==> config.mk <==
export PLATFORM = sky130hd
export DESIGN_NAME = dsp_pins
export DESIGN_NICKNAME = d
export VERILOG_FILES = /design/src/design/dsp_pkg.sv /design/src/design/dsp_beat_mem.sv /design/src/design/dsp_pins.sv
export SDC_FILE = /design/constraint.sdc
export NUM_CORES = 1
export LEC_CHECK = 0
export BUFFER_PORTS_ARGS = -buffer_cell sky130_fd_sc_hd__buf_4
export CORE_ASPECT_RATIO = 1.25
export CORE_MARGIN = 1.5
export CORE_UTILIZATION = 60
export CTS_CLUSTER_SIZE = 25
export DETAILED_ROUTE_END_ITERATION = 12
export PLACE_DENSITY = 0.8
export SYNTH_ARGS = -nofsm -noshare
export SYNTH_HDL_FRONTEND = slang
export SYNTH_HIERARCHICAL = 1
export SYNTH_SLANG_ARGS = --single-unit
export TNS_END_PERCENT = 50
==> constraint.sdc <==
create_clock -name core_clk -period 8.55 [get_ports core_clk]
set_input_delay 2.1375 -clock core_clk [delete_from_list [all_inputs] [get_ports core_clk]]
set_output_delay 2.1375 -clock core_clk [all_outputs]
set_load 0.05 [all_outputs]
==> src/design/dsp_pkg.sv <==
// Purpose: constants shared by the strobe, mask and reset pin block
// Assumes: x16 data bus with two byte lanes, core clock 20 MHz
// Notes:   link signals are sampled, not clocked, by the core clock
package dsp_pkg;
   localparam int DATA_W        = 16;
   localparam int LANES         = 2;
   localparam int LANE_W        = 8;
   localparam int SYNC_STAGES   = 2;
   localparam int TERM_BIT      = 11;   // mode_reg_one strobe-termination select
   localparam int BURST_BEATS   = 8;
   localparam int BEAT_W        = 3;
   localparam int MEM_DEPTH     = 16;
   localparam int MEM_AW        = 4;
   localparam logic [15:0] MODE_RESET = 16'h0000;
endpackage : dsp_pkg

==> src/design/dsp_beat_mem.sv <==
// Purpose: small byte-lane data store for written beats
// Assumes: one write port with per-lane enables, registered read
// Notes:   contents are not cleared by reset, as in a real array
`timescale 1ns/1ns
`default_nettype none
module dsp_beat_mem (
   // clock
   input  wire logic                        core_clk,
   // write side
   input  wire logic [dsp_pkg::MEM_AW-1:0]  wrAddr,
   input  wire logic [dsp_pkg::LANES-1:0]   wrLaneEn,
   input  wire logic [dsp_pkg::DATA_W-1:0]  wrData,
   // read side
   input  wire logic [dsp_pkg::MEM_AW-1:0]  rdAddr,
   output var  logic [dsp_pkg::DATA_W-1:0]  rdData
);
   logic [dsp_pkg::DATA_W-1:0] store [dsp_pkg::MEM_DEPTH];

   // one process writes every lane, so the array keeps a single driver
   always_ff @(posedge core_clk) begin
      for (int i = 0; i < dsp_pkg::LANES; i++) begin
         if (wrLaneEn[i]) begin
            store[wrAddr][i*dsp_pkg::LANE_W +: dsp_pkg::LANE_W] <=
               wrData[i*dsp_pkg::LANE_W +: dsp_pkg::LANE_W];
         end
      end
   end

   always_ff @(posedge core_clk) begin
      rdData <= store[rdAddr];
   end
endmodule : dsp_beat_mem
`default_nettype wire

==> src/design/dsp_pins.sv <==
// Purpose: pin behaviour of the memory data, strobe, mask and clear inputs
// Assumes: strobe and mask pins sampled by core_clk through two flops
// Notes:   termination and drive are reported as enables; the bench resolves wires
`timescale 1ns/1ns
`default_nettype none
module dsp_pins (
   // clock and reset
   input  wire logic                        core_clk,
   input  wire logic                        rst_n,
   input  wire logic                        clearPin_n,
   // mode configuration
   input  wire logic [15:0]                 modeRegOne,
   input  wire logic                        termEnabled,
   input  wire logic                        dieTerminationCtl,
   // command side
   input  wire logic                        readReq,
   input  wire logic                        writeReq,
   input  wire logic [dsp_pkg::MEM_AW-1:0]  burstAddr,
   // data pins
   input  wire logic [dsp_pkg::DATA_W-1:0]  dataIn,
   output logic      [dsp_pkg::DATA_W-1:0]  dataOut,
   output logic      [dsp_pkg::DATA_W-1:0]  dataOe_n,
   // strobe pins, true and complement per lane
   input  wire logic [dsp_pkg::LANES-1:0]   strobeIn,
   input  wire logic [dsp_pkg::LANES-1:0]   strobeCompIn,
   output logic      [dsp_pkg::LANES-1:0]   strobeOut,
   output logic      [dsp_pkg::LANES-1:0]   strobeCompOut,
   output logic      [dsp_pkg::LANES-1:0]   strobeOe_n,
   // mask and term strobe shared pin
   input  wire logic [dsp_pkg::LANES-1:0]   writeBeatMask,
   output logic                             termStrobeTermEn,
   output logic                             termStrobeCompUsed,
   // termination enables
   output logic                             dataTermEn,
   output logic                             inputPinTermEn,
   // status
   output logic                             inReset,
   output logic                             strobeFault
);
   // ----------------------------------------
   // reset condition
   // ----------------------------------------
   // clear pin is async: it gates inReset and the drive and termination enables combinationally, and is also
   // synchronised so the held state releases cleanly on the core clock
   // a low pulse that meets no edge only blanks the pins; state is kept
   logic clrMeta_reg;
   logic clrSync_reg;
   always_ff @(posedge core_clk) begin
      if (!clearPin_n) begin
         clrMeta_reg <= 1'b0;
         clrSync_reg <= 1'b0;
      end else begin
         clrMeta_reg <= 1'b1;
         clrSync_reg <= clrMeta_reg;
      end
   end
   wire inClear = !clearPin_n || !clrSync_reg || !rst_n;
   assign inReset = inClear;

   // ----------------------------------------
   // pin synchronisers
   // ----------------------------------------
   logic [dsp_pkg::LANES-1:0]  stbMeta_reg, stb_reg, stbPrev_reg;
   logic [dsp_pkg::LANES-1:0]  stbcMeta_reg, stbc_reg;
   logic [dsp_pkg::LANES-1:0]  mskMeta_reg, msk_reg;
   logic [dsp_pkg::DATA_W-1:0] datMeta_reg, dat_reg;
   always_ff @(posedge core_clk) begin
      stbMeta_reg  <= strobeIn;
      stb_reg      <= stbMeta_reg;
      stbPrev_reg  <= stb_reg;
      stbcMeta_reg <= strobeCompIn;
      stbc_reg     <= stbcMeta_reg;
      mskMeta_reg  <= writeBeatMask;
      msk_reg      <= mskMeta_reg;
      datMeta_reg  <= dataIn;
      dat_reg      <= datMeta_reg;
   end

   // ----------------------------------------
   // state machine
   // ----------------------------------------
   typedef enum logic [2:0] {
      ST_IDLE  = 3'b001,
      ST_WRITE = 3'b010,
      ST_READ  = 3'b100
   } dsp_state_t;
   dsp_state_t state_reg, state_next;
   logic [dsp_pkg::BEAT_W-1:0] beat_reg, beat_next;
   logic                       phase_reg;

   wire lastBeat  = (beat_reg == dsp_pkg::BEAT_W'(dsp_pkg::BURST_BEATS - 1));
   wire stbEdge   = |(stb_reg ^ stbPrev_reg);              // both edges count
   wire writeBeat = (state_reg == ST_WRITE) && stbEdge;

   always_comb begin
      state_next = state_reg;
      beat_next  = beat_reg;
      unique case (state_reg)
         ST_IDLE: begin
            beat_next = '0;
            if (readReq) begin
               state_next = ST_READ;
            end else if (writeReq) begin
               state_next = ST_WRITE;
            end
         end
         ST_WRITE: begin
            if (writeBeat) begin
               beat_next = beat_reg + 1'b1;
               if (lastBeat) begin
                  state_next = ST_IDLE;
               end
            end
         end
         ST_READ: begin
            if (phase_reg) begin
               beat_next = beat_reg + 1'b1;
               if (lastBeat) begin
                  state_next = ST_IDLE;
               end
            end
         end
      endcase
   end

   always_ff @(posedge core_clk) begin
      if (inClear) begin
         state_reg <= ST_IDLE;
         beat_reg  <= '0;
         phase_reg <= 1'b0;
      end else begin
         state_reg <= state_next;
         beat_reg  <= beat_next;
         phase_reg <= (state_reg == ST_READ) ? !phase_reg : 1'b0;
      end
   end

   // ----------------------------------------
   // write path with masking
   // ----------------------------------------
   wire termMode = modeRegOne[dsp_pkg::TERM_BIT];
   // in termination-strobe mode the shared pin is not a mask
   wire [dsp_pkg::LANES-1:0] laneKeep = termMode ? '1 : ~msk_reg;
   wire [dsp_pkg::LANES-1:0] laneWr   = writeBeat ? laneKeep : '0;
   wire [dsp_pkg::MEM_AW-1:0] wAddr = burstAddr + dsp_pkg::MEM_AW'(beat_reg);
   wire [dsp_pkg::MEM_AW-1:0] rAddr = burstAddr + dsp_pkg::MEM_AW'(beat_next);
   logic [dsp_pkg::DATA_W-1:0] memRd;

   dsp_beat_mem uMem (
      .core_clk (core_clk),
      .wrAddr   (wAddr),
      .wrLaneEn (laneWr),
      .wrData   (dat_reg),
      .rdAddr   (rAddr),
      .rdData   (memRd)
   );

   // ----------------------------------------
   // read drive
   // ----------------------------------------
   // strobe toggles every cycle of a read, two edges per two-cycle beat, so each data change meets an edge
   logic [dsp_pkg::DATA_W-1:0] dOut_reg;
   logic                       stbLvl_reg;
   logic                       driving_reg;
   always_ff @(posedge core_clk) begin
      if (inClear) begin
         dOut_reg    <= '0;
         stbLvl_reg  <= 1'b0;
         driving_reg <= 1'b0;
      end else begin
         driving_reg <= (state_reg == ST_READ);
         stbLvl_reg  <= (state_reg == ST_READ) ? !stbLvl_reg : 1'b0;
         dOut_reg    <= memRd;
      end
   end

   // ----------------------------------------
   // pin drive
   // ----------------------------------------
   // the clear pin cuts the drive at once, not one edge later
   wire driveNow = driving_reg && !inClear;
   assign dataOut       = dOut_reg;
   assign dataOe_n      = driveNow ? '0 : '1;
   assign strobeOut     = {dsp_pkg::LANES{stbLvl_reg}};
   assign strobeCompOut = {dsp_pkg::LANES{!stbLvl_reg}};
   assign strobeOe_n    = driveNow ? '0 : '1;

   // a pair that is not complementary during a write means single-ended use
   logic fault_reg;
   always_ff @(posedge core_clk) begin
      if (inClear) begin
         fault_reg <= 1'b0;
      end else if (state_reg == ST_WRITE && (|(stb_reg & stbc_reg) ||
                   |(~stb_reg & ~stbc_reg))) begin
         fault_reg <= 1'b1;
      end
   end
   assign strobeFault = fault_reg;

   // ----------------------------------------
   // termination
   // ----------------------------------------
   logic odt_reg;
   always_ff @(posedge core_clk) begin
      if (inClear) begin
         odt_reg <= 1'b0;
      end else begin
         odt_reg <= dieTerminationCtl;
      end
   end
   // termination drops while reading so the memory never loads its own drive
   assign dataTermEn         = odt_reg && termEnabled && !inClear && !driving_reg;
   assign termStrobeTermEn   = dataTermEn && termMode;
   assign termStrobeCompUsed = termMode;
   assign inputPinTermEn     = 1'b0;
endmodule : dsp_pins
`default_nettype wire

==> reports/qor.csv <==
metric,value,unit
outcome,finished clean,
die area,21800,sq um
setup_tns,0,ns
initial antenna violation count,0,
routed vias,6027,
switch share,19.7,%
vias in the first global route,6203,
# rows,59,
Final Cycle Share,69.9,%
Critical Path End,termStrobeTermEn,
Post-CTS Hold Buffers,0,
worst min-delay path class,flop to flop,
Setup WS pre-CTS,2.55,ns
clock latency on the worst-skew pair,0.55,ns
WL per Instance,21.5,um
Net Sw Power,0.000661,W
Routed Antenna Nets,0,
Max Root-Sink Buffers,3,
maximum vdd drop,0.193,mV
Final Wtd Congestion,0.812,
Starting Density,60.8,%
post-synth top area cell,edfxtp_1,
Die H,165,um
worst setup margin,2.58,ns
I/O Buffers,76,
Logic pwr share,3.3,%
DR iter-0 viols,527,
power density cells,236,nW/um^2
"non-filler cells, final",1027,
Setup Crit Path Kind,input port to output pin,
reg2reg start,state_reg[1],
Startpoint Class,input port,
GRT Resource Usage Total,20.5,%
hold_ws,0.321,ns
Clock Root Buffer,clkbuf_16,
Placeable Area,20700,sq um
average size of a mapped cell,18.9,sq um
Overflow after GRT,0,
H-Tree Depth,1,
Area Growth Syn to Fin,13.5,%
Num CTS Buffers,31,
"Top FF cell, synth",edfxtp_1,
"Slew Viols, Final",0,
endpoint type of the worst setup path,output pin,
worst setup path start,clearPin_n,
clock sink count,347,
number of max-cap violations,0,
total leakage power,4.97,nW
Worst EP required,6.41,ns
CTS tree,done,
post-CTS sizing,0,
RSZ-0062 raised after global routing,false,
most area-consuming cells after synthesis,"edfxtp_1 (61%), dfxtp_1 (15%), mux4_2 (9.7%), mux4_1 (2.1%), a22oi_1 (1.9%)",
power share of the clock group,41.7,%
measured slew at the worst slew-check pin,1.19,ns
Post-synth EDFFs,256,
"flops & latches, synth",347,
reg2reg setup slack,4.45,ns
Setup Buffers After CTS,0,
Largest Register,uMem/store,
internal power,0.00270,W
Via-to-Cell Ratio,5.87,
Post-Place Cells,969,
Synthesized Nets,725,
die width,132,um
skew final,0.00562,ns
most frequent cells after synthesis,"edfxtp_1 (256), dfxtp_1 (91), mux4_2 (54)",
DP HPWL,13600,um
share of the synthesized area in the top cell type,61.2,%
ratio of cells with drive above 1 in the final layout,25.9,%
FF-to-FF End,uMem/rdData[1],
"count leader, synth",edfxtp_1,
slew margin rel.,20.8,%
Pre-antenna DRT Iters,4,
final core utilization,68.9,%
crit path time final,5.97,ns
max reg flops,256,
Final Net Count,787,
Unique masters post-synth,45,
number of diodes,0,
clock slew at reported path FFs,0.06,ns
Sequential Power Share,55.0,%
Max Clock Freq,167,MHz
largest net degree at the start of global routing,65,
Synth Warn #,6,
critical path peak fanout,20,
CP arrival,3.83,ns
cell area after synthesis,12600,sq um
DRC viols,0,
first-pass GRT wire length,34100,um
Ports,93,
post-synthesis sequential area ratio,75.7,%
Cells after Synth,666,
final WL,22100,um
Async SR Flop Fraction,0,%
setup-violating endpoint count in the final report,0,
Final Hold Violating Endpoints,0,
Worst R2R Path Depth,10,
through the flow:
stage	area (sq um)	total power (W)
floorplan	12600	0.00195
global placement	13200	0.00198
detailed placement	13200	0.00199
CTS	14200	0.00338
global route	14200	0.00345
finish	14200	0.00336
critical path: stages:
cell and delay (ns):
buf_4 0.09, and3_1 0.53, clkinv_1 0.47, nor4_1 0.35
buf_4 0.25
power by group through the flow:
stage               registers, W  clock network, W  logic (W)
floorplan                0.00188                 0  0.0000732
global placement         0.00188                 0   0.000105
detailed placement       0.00188                 0   0.000107
CTS                      0.00185           0.00142   0.000109
global route             0.00185           0.00149   0.000117
finish                   0.00185           0.00140   0.000109
cells in the final DEF, fill, tap and decap left out, types with 3 or more instances in the layout:
| cell | Yosys | routed |
|---|---|---|
| nor2b_1 | 4 | 4 |
| nand2_1 | 33 | 33 |
| ha_1 | 8 | 7 |
| a21oi_1 | 9 | 9 |
| nor2_1 | 41 | 41 |
| buf_4 | 26 | 79 |
| xnor2_1 | 4 | 4 |
| a22oi_1 | 32 | 32 |
| and2_1 | 21 | 21 |
| mux4_1 | 10 | 10 |
| clkbuf_1 | 12 | 3 |
| xor2_1 | 4 | 4 |
| dfxtp_1 | 91 | 91 |
| clkbuf_16 | 0 | 36 |
| edfxtp_1 | 256 | 256 |
| mux4_2 | 54 | 54 |
| nand2b_1 | 3 | 3 |
| clkbuf_8 | 0 | 4 |
| o21ai_0 | 4 | 4 |
| nand3_1 | 3 | 3 |
| inv_1 | 11 | 12 |
| clkinv_2 | 0 | 9 |
per-layer routing:
metal	global-route usage (%)	wire [um]	vias up	share of wire [%]
li1	-	-	2682	-
met1	26.8	8850	3013	40
met2	35.5	11200	287	51
met3	3.47	1490	45	6.8
met4	7.14	550	0	2.5
met5	0	0	-	0
cell families (layout without fill, tap and decap cells):
| group | Yosys count | in the layout | share of synthesized area (%) |
|---|---|---|---|
| simple gates | 117 | 117 | 4.44 |
| mux | 64 | 64 | 11.8 |
| flops | 347 | 347 | 75.7 |
| compound gates | 57 | 57 | 3.36 |
| fa+ha+maj | 10 | 10 | 1.12 |
| other cells | 1 | 1 | 0.0299 |
| xor+xnor | 8 | 8 | 0.558 |
| buf+inv | 62 | 149 | 2.99 |
layout make-up:
type                    instances  area [sq um]
fillers                      1264          6420
repair buffers                 79           593
flip-flops and latches        347          9510
clock inverters                15           105
clock buffers                  43           967
inverters                      12          45.0
multi-input cells             257          2690
well taps                     274           343
worst min path at each step:
stage / endpoint / slack [ns] / startpoint / cells after the start
2_1_floorplan: dat_reg[0] / 0.31 / datMeta_reg[0] / 0
3_3_place_gp: dat_reg[2] / 0.31 / datMeta_reg[2] / 0
3_5_place_dp: dat_reg[13] / 0.31 / datMeta_reg[13] / 0
4_1_cts: dat_reg[12] / 0.33 / datMeta_reg[12] / 0
5_1_grt: dat_reg[4] / 0.33 / datMeta_reg[4] / 0
6_report: dat_reg[12] / 0.32 / datMeta_reg[12] / 0
No activity file was read; power rests on OpenSTA's default activity.
